### config.mk
export PLATFORM = sky130hd
export DESIGN_NAME = fep_ctrl_flat
export DESIGN_NICKNAME = d
export VERILOG_FILES = /design/src/hdl/fep_pkg.sv /design/src/hdl/fep_if.sv /design/src/hdl/fep_ctrl.sv /design/src/flat_wrapper.sv
export SDC_FILE = /design/constraint.sdc
export NUM_CORES = 1
export LEC_CHECK = 0
export BUFFER_PORTS_ARGS = -buffer_cell sky130_fd_sc_hd__buf_2
export CORE_ASPECT_RATIO = 0.9
export CORE_MARGIN = 2
export CORE_UTILIZATION = 55
export CTS_CLUSTER_DIAMETER = 50
export DETAILED_ROUTE_END_ITERATION = 16
export GPL_ROUTABILITY_DRIVEN = 0
export PLACE_DENSITY = 0.88
export REMOVE_ABC_BUFFERS = 1
export SETUP_SLACK_MARGIN = 0.05
export SLEW_MARGIN = 20
export SYNTH_ARGS = -nofsm -noshare
export SYNTH_HDL_FRONTEND = slang
export SYNTH_SLANG_ARGS = --single-unit
### constraint.sdc
create_clock -name clk -period 5.5 [get_ports clk]
set_clock_uncertainty 0.05 [all_clocks]
set_input_delay 0 -clock clk [delete_from_list [all_inputs] [get_ports clk]]
set_output_delay 0 -clock clk [all_outputs]
set_load 0.02 [all_outputs]
### src/hdl/fep_pkg.sv
// shared constants for the flash sequencer and its controller
// assumes a 16-bit flash address map whose array ends at the top address
`default_nettype none
package fep_pkg;
  // flash map
  localparam logic [15:0] FLASH_BASE  = 16'hee00;
  localparam int          FLASH_BYTES = 4608;
  localparam int          IDX_W       = 13;
  localparam int          PAGE_BYTES  = 64;
  localparam logic [15:0] PROT_ADDR   = 16'hffbe;
  localparam logic [7:0]  ERASED      = 8'hff;
  // flash control byte bit positions
  localparam int CB_PROG  = 0;
  localparam int CB_ERASE = 1;
  localparam int CB_MASS  = 2;
  localparam int CB_HV    = 3;
  // delays in bus clock cycles
  localparam int STEP_W        = 24;
  localparam int SETUP_CYC     = 40;
  localparam int HOLD_CYC      = 20;
  localparam int LONG_HOLD_CYC = 40;
  localparam int ERASE_CYC     = 400;
  localparam int MASS_CYC      = 1600;
  localparam int PGS_CYC       = 20;
  localparam int PROG_CYC      = 12;
  localparam int RCV_CYC       = 4;
  // controller register offsets
  localparam logic [7:0] REG_CMD  = 8'h00;
  localparam logic [7:0] REG_ADDR = 8'h04;
  localparam logic [7:0] REG_DATA = 8'h08;
  localparam logic [7:0] REG_STAT = 8'h0c;
  // command and status fields
  localparam int CMD_OP_LSB  = 0;
  localparam int CMD_CNT_LSB = 4;
  localparam int CMD_GO      = 8;
  localparam int ST_BUSY     = 0;
  localparam int ST_DONE     = 1;
  localparam int ST_REFUSED  = 2;
  localparam int ST_PROT_LSB = 8;
  localparam int ST_CTL_LSB  = 16;
  localparam logic [1:0] RESP_OKAY   = 2'h0;
  localparam logic [1:0] RESP_SLVERR = 2'h2;

  typedef enum logic [1:0] {
    OP_PAGE = 2'h0,
    OP_MASS = 2'h1,
    OP_PROG = 2'h2
  } fep_op_e;

  // device sequence tracking, gray along the normal path
  typedef enum logic [2:0] {
    D_IDLE  = 3'h0,
    D_SEL   = 3'h1,
    D_PROT  = 3'h3,
    D_LATCH = 3'h2,
    D_HV    = 3'h6,
    D_HOLD  = 3'h7
  } fep_dev_e;
endpackage : fep_pkg
`default_nettype wire

### src/hdl/fep_if.sv
// link between the sequencing controller and the flash device
// one request at a time; the device answers with a one-cycle ack
`default_nettype none
interface fep_if;
  logic       req;
  logic       we;
  logic       sel_ctl;
  logic [15:0] addr;
  logic [7:0] wdata;
  logic       ack;
  logic [7:0] rdata;

  modport dev (input req, input we, input sel_ctl, input addr, input wdata, output ack, output rdata);
  modport ctl (output req, output we, output sel_ctl, output addr, output wdata, input ack, input rdata);
endinterface : fep_if
`default_nettype wire

### src/hdl/fep_ctrl.sv
// sequencing controller: AXI4-Lite registers on one side, the flash link on the other
// assumes the device answers each link request with one ack
`default_nettype none
module fep_ctrl #(
  parameter int SETUP_CYC     = fep_pkg::SETUP_CYC,
  parameter int HOLD_CYC      = fep_pkg::HOLD_CYC,
  parameter int LONG_HOLD_CYC = fep_pkg::LONG_HOLD_CYC,
  parameter int ERASE_CYC     = fep_pkg::ERASE_CYC,
  parameter int MASS_CYC      = fep_pkg::MASS_CYC,
  parameter int PGS_CYC       = fep_pkg::PGS_CYC,
  parameter int PROG_CYC      = fep_pkg::PROG_CYC,
  parameter int RCV_CYC       = fep_pkg::RCV_CYC
) (
  input  wire logic        clk,
  input  wire logic        resetn,
  fep_if.ctl               link,
  input  wire logic [7:0]  awaddr,
  input  wire logic        awvalid,
  output logic             awready,
  input  wire logic [31:0] wdata,
  input  wire logic [3:0]  wstrb,
  input  wire logic        wvalid,
  output logic             wready,
  output logic [1:0]       bresp,
  output logic             bvalid,
  input  wire logic        bready,
  input  wire logic [7:0]  araddr,
  input  wire logic        arvalid,
  output logic             arready,
  output logic [31:0]      rdata,
  output logic [1:0]       rresp,
  output logic             rvalid,
  input  wire logic        rready
);
  localparam int SW = fep_pkg::STEP_W;

  typedef enum logic [3:0] {
    C_IDLE = 4'h0, C_SEL = 4'h1, C_RDP = 4'h3, C_LAT = 4'h2, C_NVS = 4'h6, C_HVON = 4'h7,
    C_CHK = 4'h5, C_TOP = 4'h4, C_PWR = 4'hc, C_PWT = 4'hd, C_DESEL = 4'hf, C_HOLD = 4'he,
    C_HVOFF = 4'ha, C_RCV = 4'hb, C_ABORT = 4'h9
  } fep_cst_e;

  fep_cst_e st_reg, st_next;
  fep_pkg::fep_op_e op_reg;
  logic [1:0]    cnt_reg, bix_reg;
  logic [15:0]   addr_reg;
  logic [31:0]   data_reg;
  logic          done_reg, refused_reg;
  logic [7:0]    prot_reg, devctl_reg;
  logic [SW-1:0] wait_reg;
  logic          aw_held, w_held;
  logic [7:0]    awaddr_reg;
  logic [31:0]   wdata_reg;
  logic [3:0]    wstrb_reg;

  function automatic logic [7:0] ctl_byte(input logic p, input logic e, input logic m, input logic h);
    logic [7:0] v;
    v = 8'h00;
    v[fep_pkg::CB_PROG]  = p;
    v[fep_pkg::CB_ERASE] = e;
    v[fep_pkg::CB_MASS]  = m;
    v[fep_pkg::CB_HV]    = h;
    return v;
  endfunction : ctl_byte

  // byte-lane merge for register writes
  function automatic logic [31:0] merge(input logic [31:0] o, input logic [31:0] n, input logic [3:0] s);
    logic [31:0] r;
    r = o;
    for (int i = 0; i < 4; i++) begin
      if (s[i]) r[8*i +: 8] = n[8*i +: 8];
    end
    return r;
  endfunction : merge

  // AXI write side: address and data held independently, applied together
  wire wr_fire  = aw_held & w_held & ~bvalid;
  wire busy     = st_reg != C_IDLE;
  wire hit_cmd  = awaddr_reg == fep_pkg::REG_CMD;
  wire wr_map   = hit_cmd | awaddr_reg == fep_pkg::REG_ADDR | awaddr_reg == fep_pkg::REG_DATA |
                  awaddr_reg == fep_pkg::REG_STAT;
  wire go       = wr_fire & hit_cmd & wstrb_reg[1] & wdata_reg[fep_pkg::CMD_GO] & ~busy;
  wire rd_map   = araddr == fep_pkg::REG_CMD | araddr == fep_pkg::REG_ADDR | araddr == fep_pkg::REG_DATA |
                  araddr == fep_pkg::REG_STAT;
  assign awready = ~aw_held;
  assign wready  = ~w_held;
  assign arready = ~rvalid;

  // selects for the current operation
  wire is_prog = op_reg == fep_pkg::OP_PROG;
  wire is_mass = op_reg == fep_pkg::OP_MASS;
  wire [7:0] sel_b = ctl_byte(is_prog, ~is_prog, is_mass, 1'b0);
  wire [7:0] hv_b  = ctl_byte(is_prog, ~is_prog, is_mass, 1'b1);

  // link request from state; steps are issued strictly in order
  assign link.req = st_reg inside {C_SEL, C_RDP, C_LAT, C_HVON, C_CHK, C_PWR, C_DESEL, C_HVOFF, C_ABORT};
  assign link.we  = st_reg != C_RDP && st_reg != C_CHK;
  assign link.sel_ctl = !(st_reg inside {C_RDP, C_LAT, C_PWR});
  assign link.addr = (st_reg == C_RDP) ? fep_pkg::PROT_ADDR : (st_reg == C_PWR) ? addr_reg + 16'(bix_reg) : addr_reg;
  always_comb begin
    case (st_reg)
      C_SEL:   link.wdata = sel_b;
      C_HVON:  link.wdata = hv_b;
      C_PWR:   link.wdata = data_reg[8*bix_reg +: 8];
      C_DESEL: link.wdata = ctl_byte(1'b0, 1'b0, 1'b0, 1'b1);
      default: link.wdata = (st_reg == C_LAT) ? fep_pkg::ERASED : 8'h00;
    endcase
  end

  // wait limit for the timed states
  logic [SW-1:0] lim;
  always_comb begin
    case (st_reg)
      C_NVS:   lim = SW'(SETUP_CYC);
      C_TOP:   lim = is_prog ? SW'(PGS_CYC) : (is_mass ? SW'(MASS_CYC) : SW'(ERASE_CYC));
      C_PWT:   lim = SW'(PROG_CYC);
      C_HOLD:  lim = is_mass ? SW'(LONG_HOLD_CYC) : SW'(HOLD_CYC);
      C_RCV:   lim = SW'(RCV_CYC);
      default: lim = SW'(1);
    endcase
  end
  wire timed_out = wait_reg + SW'(1) >= lim;

  // sequence: select, read protect, latch, setup, high voltage, check, work, deselect, hold, off, recover
  always_comb begin
    st_next = st_reg;
    case (st_reg)
      C_IDLE:  if (go) st_next = C_SEL;
      C_SEL:   if (link.ack) st_next = C_RDP;
      C_RDP:   if (link.ack) st_next = C_LAT;
      C_LAT:   if (link.ack) st_next = C_NVS;
      C_NVS:   if (timed_out) st_next = C_HVON;
      C_HVON:  if (link.ack) st_next = C_CHK;
      C_CHK:   if (link.ack) st_next = link.rdata[fep_pkg::CB_HV] ? C_TOP : C_ABORT;
      C_TOP:   if (timed_out) st_next = is_prog ? C_PWR : C_DESEL;
      C_PWR:   if (link.ack) st_next = C_PWT;
      C_PWT:   if (timed_out) st_next = (bix_reg == cnt_reg) ? C_DESEL : C_PWR;
      C_DESEL: if (link.ack) st_next = C_HOLD;
      C_HOLD:  if (timed_out) st_next = C_HVOFF;
      C_HVOFF: if (link.ack) st_next = C_RCV;
      C_RCV:   if (timed_out) st_next = C_IDLE;
      C_ABORT: if (link.ack) st_next = C_IDLE;
      default: st_next = C_IDLE;
    endcase
  end

  // sequencer registers
  always_ff @(posedge clk) begin
    if (!resetn) begin
      st_reg <= C_IDLE;
      wait_reg <= '0;
      bix_reg <= 2'h0;
      done_reg <= 1'b0;
      refused_reg <= 1'b0;
      prot_reg <= 8'h00;
      devctl_reg <= 8'h00;
    end else begin
      st_reg <= st_next;
      wait_reg <= (st_next != st_reg) ? '0 : wait_reg + SW'(1);
      if (go) begin
        bix_reg <= 2'h0;
        done_reg <= 1'b0;
        refused_reg <= 1'b0;
      end
      if (st_reg == C_PWT && st_next == C_PWR) bix_reg <= bix_reg + 2'h1;
      if (st_reg == C_RDP && link.ack) prot_reg <= link.rdata;
      if (st_reg == C_CHK && link.ack) devctl_reg <= link.rdata;
      if (st_reg == C_CHK && link.ack && !link.rdata[fep_pkg::CB_HV]) refused_reg <= 1'b1;
      if (st_reg != C_IDLE && st_next == C_IDLE) done_reg <= 1'b1;
    end
  end

  // AXI registers; configuration is frozen while a sequence runs
  always_ff @(posedge clk) begin
    if (!resetn) begin
      aw_held <= 1'b0;
      w_held <= 1'b0;
      awaddr_reg <= 8'h00;
      wdata_reg <= 32'h0000_0000;
      wstrb_reg <= 4'h0;
      bvalid <= 1'b0;
      bresp <= fep_pkg::RESP_OKAY;
      rvalid <= 1'b0;
      rresp <= fep_pkg::RESP_OKAY;
      rdata <= 32'h0000_0000;
      op_reg <= fep_pkg::OP_PAGE;
      cnt_reg <= 2'h0;
      addr_reg <= 16'h0000;
      data_reg <= 32'hffff_ffff;
    end else begin
      if (awvalid & awready) begin
        aw_held <= 1'b1;
        awaddr_reg <= awaddr;
      end
      if (wvalid & wready) begin
        w_held <= 1'b1;
        wdata_reg <= wdata;
        wstrb_reg <= wstrb;
      end
      if (wr_fire) begin
        aw_held <= 1'b0;
        w_held <= 1'b0;
        bvalid <= 1'b1;
        bresp <= wr_map ? fep_pkg::RESP_OKAY : fep_pkg::RESP_SLVERR;
        if (!busy && hit_cmd && wstrb_reg[0]) begin
          op_reg <= fep_pkg::fep_op_e'(wdata_reg[fep_pkg::CMD_OP_LSB +: 2]);
          cnt_reg <= wdata_reg[fep_pkg::CMD_CNT_LSB +: 2];
        end
        if (!busy && awaddr_reg == fep_pkg::REG_ADDR) addr_reg <= 16'(merge({16'h0000, addr_reg}, wdata_reg, wstrb_reg));
        if (!busy && awaddr_reg == fep_pkg::REG_DATA) data_reg <= merge(data_reg, wdata_reg, wstrb_reg);
      end else if (bvalid & bready) begin
        bvalid <= 1'b0;
      end
      if (arvalid & arready) begin
        rvalid <= 1'b1;
        rresp <= rd_map ? fep_pkg::RESP_OKAY : fep_pkg::RESP_SLVERR;
        case (araddr)
          fep_pkg::REG_CMD:  rdata <= {26'h0, cnt_reg, 2'h0, op_reg};
          fep_pkg::REG_ADDR: rdata <= {16'h0000, addr_reg};
          fep_pkg::REG_DATA: rdata <= data_reg;
          fep_pkg::REG_STAT: rdata <= {8'h00, devctl_reg, prot_reg, 5'h00, refused_reg, done_reg, busy};
          default:           rdata <= 32'h0000_0000;
        endcase
      end else if (rvalid & rready) begin
        rvalid <= 1'b0;
      end
    end
  end
endmodule : fep_ctrl
`default_nettype wire

### src/flat_wrapper.sv
// flat-port wrapper written by rule: the top's interface ports become plain ports
module fep_ctrl_flat 
#(
  parameter int SETUP_CYC     = fep_pkg::SETUP_CYC,
  parameter int HOLD_CYC      = fep_pkg::HOLD_CYC,
  parameter int LONG_HOLD_CYC = fep_pkg::LONG_HOLD_CYC,
  parameter int ERASE_CYC     = fep_pkg::ERASE_CYC,
  parameter int MASS_CYC      = fep_pkg::MASS_CYC,
  parameter int PGS_CYC       = fep_pkg::PGS_CYC,
  parameter int PROG_CYC      = fep_pkg::PROG_CYC,
  parameter int RCV_CYC       = fep_pkg::RCV_CYC
)
  (clk, resetn, awaddr, awvalid, awready, wdata, wstrb, wvalid, wready, bresp, bvalid, bready, araddr, arvalid, arready, rdata, rresp, rvalid, rready, link_req, link_we, link_sel_ctl, link_addr, link_wdata, link_ack, link_rdata);
  fep_if link_i ();
  input  wire logic clk;
  input  wire logic resetn;
  input  wire logic [7:0] awaddr;
  input  wire logic awvalid;
  output logic awready;
  input  wire logic [31:0] wdata;
  input  wire logic [3:0] wstrb;
  input  wire logic wvalid;
  output logic wready;
  output logic [1:0] bresp;
  output logic bvalid;
  input  wire logic bready;
  input  wire logic [7:0] araddr;
  input  wire logic arvalid;
  output logic arready;
  output logic [31:0] rdata;
  output logic [1:0] rresp;
  output logic rvalid;
  input  wire logic rready;
  output wire logic [$bits(link_i.req)-1:0] link_req;
  output wire logic [$bits(link_i.we)-1:0] link_we;
  output wire logic [$bits(link_i.sel_ctl)-1:0] link_sel_ctl;
  output wire logic [$bits(link_i.addr)-1:0] link_addr;
  output wire logic [$bits(link_i.wdata)-1:0] link_wdata;
  input wire logic [$bits(link_i.ack)-1:0] link_ack;
  input wire logic [$bits(link_i.rdata)-1:0] link_rdata;
  assign link_req = link_i.req;
  assign link_we = link_i.we;
  assign link_sel_ctl = link_i.sel_ctl;
  assign link_addr = link_i.addr;
  assign link_wdata = link_i.wdata;
  assign link_i.ack = link_ack;
  assign link_i.rdata = link_rdata;
  fep_ctrl #(.SETUP_CYC(SETUP_CYC), .HOLD_CYC(HOLD_CYC), .LONG_HOLD_CYC(LONG_HOLD_CYC), .ERASE_CYC(ERASE_CYC), .MASS_CYC(MASS_CYC), .PGS_CYC(PGS_CYC), .PROG_CYC(PROG_CYC), .RCV_CYC(RCV_CYC)) u_core (.clk(clk), .resetn(resetn), .link(link_i), .awaddr(awaddr), .awvalid(awvalid), .awready(awready), .wdata(wdata), .wstrb(wstrb), .wvalid(wvalid), .wready(wready), .bresp(bresp), .bvalid(bvalid), .bready(bready), .araddr(araddr), .arvalid(arvalid), .arready(arready), .rdata(rdata), .rresp(rresp), .rvalid(rvalid), .rready(rready));
endmodule
==> results.md, run 1 <==
* Final worst path period share at 0.811
* Synth top area cells: dfxtp_1, nand2_1, nor2_1
* Pwr/cell area at 288 mW/mm²
* Site Rows at 44
* Clock transition at the registers of the reported paths at 0.08 ns
* Final Cell Area at 0.0110 mm²
* Clock Latency Late Sink at 0.45 ns
* Gr ovfl total at 0
* CTS tree: done
* Antenna violations before repair at 1
* First-pass GRT wire length at 45.1 mm
* Least-Margin Pin Slew at 1.13 ns
* I/O Buffers at 133
* Initial core utilization at 0.563
* CTS root buf: clkbuf_16
* Buf/Inv on CP at 1
* Hold_sp: resetn
* Final wirelength at 28.5 mm
* Peak supply drop at 0.000254 V
* Synth-to-Final Area Change at 20.9%
* Reg2reg start: u_core.st_reg[1]$_SDFF_PN0_
* Setup crit end kind: flip-flop
* Most frequent cell after synthesis: nand2_1
* Residual DRC at 0
* Syn_area_per_cell at 8.16 µm²
* Reg2Reg Setup Slack at 1.04 ns
* Share of layout cells above drive strength 1 at 0.164
* Status: completed
* Post-route ant nets at 0
* Post-Synthesis Cells at 1117
* Seq/Total Area, Yosys at 0.400
* Slew Limit Fails at 0
* Rel. slew slack at 0.246
* Vias in the first global route at 8726
* Core ar. at 0.0162 mm²
* Max cap viols at 0
* DP Area at 0.00978 mm²
* Critical Path Start Type: flip-flop
* Critical Path AT at 4.78 ns
* DR WL/cell at 19.2 µm
* Die Span X at 140 µm
* Post-Syn Area at 0.00912 mm²
* Ys flop type: dfxtp_1
* Top cells by count, synth: nand2_1, dfxtp_1, nor2_1, a21oi_1, mux2i_1
* Critical Path Fanout Max at 26
* Yosys reg bits at 182
* # nets final at 1350
* Crit path max-delay cell type: and3_1
* P_leak at 4.82 nW
* CP max stage delay at 0.82 ns
* Hold EP: u_core.data_reg[13]$_SDFFE_PN1P_
* Hold WC Path Type: in2reg
* Yosys cell types at 64
* Setup total negative slack at 0 ns
* Minimum clock period at 4.46 ns
* 1st-pass router iterations at 6
* R2R cell count at 13
* Routed vias at 9306
* Fill cell count at 1177
* Number of flops mapped to enable cells by yosys at 0
* Final hold violations at 0
* Chip Height at 126 µm
* DR vias/cell at 6.26
* RR Endpoint: u_core.wait_reg[13]$_SDFF_PP0_
* Synth top area share at 0.400
* Async S/R FF share, synth at 0
* Synth Warn # at 0
* Tot GR Track Use at 0.320
* Critical path class: reg2reg
* Io pins at 136
* Setup violators final at 0
* Fmax at 224 MHz
* Top Family by Delay on Critical Path: simple AND/OR/NAND/NOR gates
* Clock Sinks at 182
* Die area at 0.0176 mm²
* DP HPWL at 17.1 mm
* Bufs on Longest Clock Path at 2
* Hold Crit Depth at 2
* Synth area leader: dfxtp_1
* Htree depth at 4
* Critical Path RT at 5.82 ns
* RSZ-0062 raised after global routing: false
* Maximum number of pins on one net before global-route repair at 83
* Num CTS Buffers at 17
* CP cell instances: clkinv_1 -> nand2_1 -> mux2i_1 -> a22oi_1 -> ha_1 -> nor2_1 -> a31oi_1 -> o2111ai_1 -> a31oi_1 -> a211oi_1 -> and3_1 -> o221ai_1 -> nor2_1
* 1st-iter DRT viols at 1171
-- routing by layer --
layer,vias up,wire [µm],GRT usage
met1,4306,10800,0.404
met5,-,0,0
met2,664,12900,0.511
met3,153,3120,0.0802
li1,4183,-,-
met4,0,1600,0.167
-- repair_timing --
item / in CTS / in global routing
buffers inserted: 0 / 0
endpoints found under the setup margin: 0 / 0
resized for setup: 0 / 0
hold buffers: 63 / 0
endpoints found under the hold margin: 69 / 0
-- report_power, final --
part	leakage, nW	total (W)	internal, W	switching, W
clock	0.293	0.00127	0.000709	0.000563
sequential	1.48	0.00140	0.00135	0.0000465
combinational	3.06	0.000502	0.000171	0.000332
-- logic make-up after synthesis --
logic type | Yosys count | share of synthesized area
flops | 182 | 0.400
mux | 78 | 0.0993
other cells | 1 | 0.000411
xor+xnor | 37 | 0.0355
compound gates | 190 | 0.137
buf+inv | 96 | 0.0457
simple gates | 516 | 0.258
fa+ha+maj | 17 | 0.0241
-- final cells by class --
cell class                      count  area, µm²  share of cell area
Antenna cell                        1       2.50            0.000227
Clock buffer                       19        453              0.0411
Clock inverter                     13        165              0.0150
Inverter                           19       72.6             0.00658
Multi-Input combinational cell    840       5070               0.460
Sequential cell                   182       3640               0.330
Tap cell                          207        259              0.0235
Timing Repair Buffer              205       1360               0.124
-- stage by stage --
| step | util | cells | hold WS (ns) | power [W] | setup WS [ns] |
|---|---|---|---|---|---|
| after floorplan | - | 1041 | 0.0218 | 0.00171 | 1.92 |
| after global placement | 0.604 | 1390 | 0.135 | 0.00186 | 1.49 |
| after detailed placement | 0.604 | 1390 | 0.138 | 0.00187 | 1.24 |
| after CTS | 0.681 | 1485 | 0.0390 | 0.00313 | 1.20 |
| after global routing | 0.681 | 1486 | 0.0496 | 0.00326 | 0.782 |
| final | 0.681 | 1486 | 0.0390 | 0.00317 | 1.04 |
-- cells in the final DEF (no fill, tap or decap), types with 5 or more instances in the layout --
| cell | netlist | routed |
|---|---|---|
| clkbuf_16 | 0 | 17 |
| nand3_1 | 55 | 55 |
| nand2b_1 | 5 | 5 |
| xor2_1 | 22 | 22 |
| nor2b_1 | 9 | 8 |
| nand4_1 | 7 | 7 |
| nor3_1 | 13 | 13 |
| o21ai_0 | 24 | 24 |
| nor2_1 | 171 | 171 |
| dlygate4sd3_1 | 0 | 63 |
| o221ai_1 | 25 | 25 |
| mux2_2 | 10 | 10 |
| inv_1 | 17 | 17 |
| a31oi_1 | 6 | 6 |
| a22oi_1 | 27 | 27 |
| nand2_1 | 191 | 191 |
| nor4_1 | 7 | 7 |
| mux2i_1 | 59 | 59 |
| buf_4 | 5 | 9 |
| xnor2_1 | 15 | 15 |
| a22o_1 | 10 | 10 |
| a21oi_1 | 72 | 71 |
| ha_1 | 16 | 16 |
| and2b_1 | 8 | 8 |
| o211ai_1 | 6 | 6 |
| or3_1 | 9 | 9 |
| buf_2 | 5 | 133 |
| mux4_2 | 9 | 9 |
| dfxtp_1 | 182 | 182 |
| and3_1 | 14 | 14 |
| and2_1 | 7 | 7 |
-- how the worst max path moves through the flow --
stage,start,to,slack (ns),cells past startpoint
after floorplan,u_core.st_reg[0]$_SDFF_PN0_,u_core.wait_reg[0]$_SDFF_PP0_,1.92,15
after detailed placement,u_core.st_reg[1]$_SDFF_PN0_,u_core.wait_reg[13]$_SDFF_PP0_,1.24,13
after CTS,u_core.st_reg[1]$_SDFF_PN0_,u_core.wait_reg[13]$_SDFF_PP0_,1.20,13
after global placement,u_core.st_reg[0]$_SDFF_PN0_,u_core.done_reg$_SDFFE_PN0P_,1.49,15
final,u_core.st_reg[1]$_SDFF_PN0_,u_core.wait_reg[13]$_SDFF_PP0_,1.04,13
after global routing,u_core.st_reg[0]$_SDFF_PN0_,u_core.wait_reg[5]$_SDFF_PP0_,0.78,15
No activity file was read; power rests on OpenSTA's default activity.
==> inputs of run 2 (changes only) <==
--- a/config.mk
+++ b/config.mk
@@ -5,10 +5,11 @@
 export SDC_FILE = /design/constraint.sdc
 export NUM_CORES = 1
 export LEC_CHECK = 0
+export ABC_AREA = 1
 export BUFFER_PORTS_ARGS = -buffer_cell sky130_fd_sc_hd__buf_2
 export CORE_ASPECT_RATIO = 0.9
 export CORE_MARGIN = 2
-export CORE_UTILIZATION = 55
+export CORE_UTILIZATION = 52
 export CTS_CLUSTER_DIAMETER = 50
 export DETAILED_ROUTE_END_ITERATION = 16
 export GPL_ROUTABILITY_DRIVEN = 0
==> constraint.sdc (replaced) <==
create_clock -name clk -period 3.78 [get_ports clk]
set_clock_uncertainty 0.05 [all_clocks]
set_input_delay 0 -clock clk [delete_from_list [all_inputs] [get_ports clk]]
set_output_delay 0 -clock clk [all_outputs]
set_load 0.02 [all_outputs]
==> run 2 against run 1 <==
  * Count of clock-buffer cells in the layout rose by 3
  * Routed wire length down 7.1%
  * Cell count is 11% higher
  * Worst setup slack worse by 0.66 ns
  * Worst hold slack worse by 0.0094 ns
  * Non-clock buffer count rose by 4
  * Critical path depth grew 10
  * Largest power group unchanged
  * Power rose by 40%
  * Area after synthesis down 3.6%
  * Die area increased by 1.9%
  * Sequential power rose by 45%
==> results.md, run 2 <==
* Final hold violations at 0 (unchanged)
* 1st-pass router iterations at 7 (+1)
* Die area at 0.0180 mm² (+1.9%)
* Critical Path Fanout Max at 24 (-7.7%)
* Routed vias at 9413 (+1.1%)
* Status: completed
* Seq/Total Area, Yosys at 0.414 (+0.0149)
* Synth Warn # at 0 (unchanged)
* DP Area at 0.00960 mm² (-1.8%)
* Most frequent cells in the layout: nand2_1, dfxtp_1, inv_1, nor2_1, buf_2
* Async S/R FF share, synth at 0 (unchanged)
* CTS root buf: clkbuf_16
* Gr ovfl total at 0 (unchanged)
* RSZ-0062 raised after global routing: false
* Setup violators final at 0 (unchanged)
* Tot GR Track Use at 0.297 (-0.0234)
* Fill cell count at 1279 (+8.7%)
* Initial core utilization at 0.526 (-0.0377)
* First-pass GRT wire length at 43.2 mm (-4.2%)
* Setup total negative slack at 0 ns (unchanged)
* Site Rows at 45 (+2.3%)
* Die Span X at 141 µm (+0.95%)
* Synth top area cells: dfxtp_1, nand2_1, a21oi_1
* Most frequent cell after synthesis: nand2_1
* Clock Sinks at 182 (unchanged)
* Least-Margin Pin Slew at 0.883 ns (-0.246 ns)
* Yosys reg bits at 182 (unchanged)
* Minimum clock period at 3.40 ns (-1.06 ns)
* Maximum number of pins on one net before global-route repair at 82 (-1.2%)
* DR WL/cell at 16.1 µm (-16%)
* Max cap viols at 0 (unchanged)
* Final worst path period share at 0.899 (+0.0887)
* P_leak at 4.72 nW (-2.3%)
* Chip Height at 127 µm (+0.95%)
* Synth-to-Final Area Change at 23.7%
* Pwr/cell area at 409 mW/mm² (+42%)
* Num CTS Buffers at 17 (unchanged)
* DP HPWL at 17.1 mm (-0.35%)
* Peak supply drop at 0.000374 V (+48%)
* Vias in the first global route at 9033 (+3.5%)
* # nets final at 1507 (+12%)
* Ys flop type: dfxtp_1
* Residual DRC at 0 (unchanged)
* Slew Limit Fails at 0 (unchanged)
* Yosys cell types at 46 (-28%)
* Commonest non-fill, non-tap cell in the layout: nand2_1
* Synth area leader: dfxtp_1
* Post-Synthesis Cells at 1251 (+12%)
* Share of layout cells above drive strength 1 at 0.171 (+0.00711)
* Final Cell Area at 0.0109 mm² (-1.4%)
* Fmax at 294 MHz (+31%)
* Critical Path AT at 3.66 ns (-1.12 ns)
* 1st-iter DRT viols at 980 (-16%)
* Htree depth at 4 (unchanged)
* Top cells by count, synth: nand2_1, dfxtp_1, nor2_1, inv_1, a21oi_1
* Rel. slew slack at 0.406 (+0.160)
* Bufs on Longest Clock Path at 2 (unchanged)
* Critical Path RT at 4.04 ns (-1.78 ns)
* Pre-CTS WS at 0.421 ns (-0.817 ns)
* Hold WC Path Type: in2reg
* Syn_area_per_cell at 7.03 µm² (-14%)
* Clock transition at the registers of the reported paths at 0.07 ns (about the same)
* Critical Path Start Type: flip-flop
* N_diodes at 0 (-1)
* Critical path class: reg2reg
* Setup crit end kind: flip-flop
* Core ar. at 0.0167 mm² (+3.3%)
* Clock Latency Late Sink at 0.43 ns (-0.02 ns)
* Number of flops mapped to enable cells by yosys at 0 (unchanged)
* Antenna violations before repair at 0 (-1)
* I/O Buffers at 133 (unchanged)
* Post-route ant nets at 0 (unchanged)
* Final wirelength at 26.5 mm (-7.1%)
* Post-Syn Area at 0.00879 mm² (-3.6%)
* Synth top area share at 0.414 (+0.0149)
* DR vias/cell at 5.72 (-8.7%)
* CTS tree: done
* Io pins at 136 (unchanged)
* Post-route setup slack at 0.380 ns (-0.661 ns)
## run 2: changes by cell type after synthesis, sizes merged, moves of 39 or more
cell | before | now
o21ai | 25 | 123
mux2i | 59 | 0
a21oi | 72 | 121
nand3 | 55 | 94
nand2 | 191 | 238
inv | 17 | 144
## run 2: worst paths after layout
check                                    from                               end  slack [ns]  cells past startpoint
min reg2reg  u_core.data_reg[23]$_SDFFE_PN1P_  u_core.data_reg[23]$_SDFFE_PN1P_        0.41                      2
max               u_core.st_reg[3]$_SDFF_PN0_     u_core.wait_reg[2]$_SDFF_PP0_        0.38                     23
max reg2reg       u_core.st_reg[3]$_SDFF_PN0_     u_core.wait_reg[2]$_SDFF_PP0_        0.38                     23
min                                 araddr[1]      u_core.rresp[1]$_SDFFE_PN0P_        0.03                      4
## run 2: area by class of cell
| type | instances | area [µm²] | share of cell area |
|---|---|---|---|
| clock buffer | 22 | 474 | 0.0436 |
| clock inverter | 10 | 160 | 0.0147 |
| inverter | 147 | 552 | 0.0507 |
| multi-input combinational | 865 | 4380 | 0.402 |
| sequential | 182 | 3640 | 0.335 |
| tap | 211 | 264 | 0.0243 |
| timing repair buffer | 209 | 1410 | 0.129 |
## run 2: per-stage QoR
step                      cells  hold slack (ns)  utilization  total power, W
after floorplan            1194           0.0341            -         0.00233
after global placement     1551            0.170        0.574         0.00250
after detailed placement   1551            0.177        0.574         0.00252
after CTS                  1646          0.00836        0.650         0.00443
after global routing       1646           0.0399        0.650         0.00461
final                      1646           0.0297        0.650         0.00445
## run 2: worst max-delay path, stage by stage (launching register included)
cell      delay (ns)
dfxtp_1         0.50
nand2_1         0.25
nor2_1          0.43
a21oi_1         0.10
ha_1            0.32
nand2_1         0.05
o21bai_1        0.14
nand2_1         0.06
nand2_1         0.04
nand2_1         0.05
nand2_1         0.04
a21oi_1         0.16
nor2_2          0.06
nand2_2         0.09
nand2_1         0.06
nand2_1         0.08
nand2_1         0.07
nand2_1         0.07
nand3_2         0.08
nor2_1          0.13
nor2_1          0.07
nand3_2         0.09
buf_12          0.20
nor2_1          0.06
## run 2: where the power goes
part           internal, W  switching (W)  total [W]
logic             0.000187       0.000341   0.000528
clock network      0.00111       0.000786    0.00190
registers          0.00198      0.0000469    0.00203
## run 2: repair_timing
item / CTS / global route
endpoints found under the setup margin: 0 / 24
endpoints found under the hold margin: 66 / 0
resized for setup: 0 / 4
hold buffers: 63 / 0
setup buffers: 0 / 0
## run 2: logic make-up after synthesis
group                      Yosys count  synth area share
other                                1          0.000427
xor gates and xnor gates            14            0.0148
buffers and inverters              205            0.0902
adders and majority gates           17            0.0250
and+or+nand+nor                    543             0.277
AOI/OAI and AO/OA                  289             0.178
DFF                                182             0.414
## run 2: layer usage
| layer | global-route usage | vias to the layer above | wire [µm] |
|---|---|---|---|
| met3 | 0.0708 | 88 | 2150 |
| met5 | 0 | - | 0 |
| met1 | 0.357 | 4363 | 10500 |
| met4 | 0.115 | 0 | 818 |
| li1 | - | 4446 | - |
| met2 | 0.517 | 516 | 13000 |
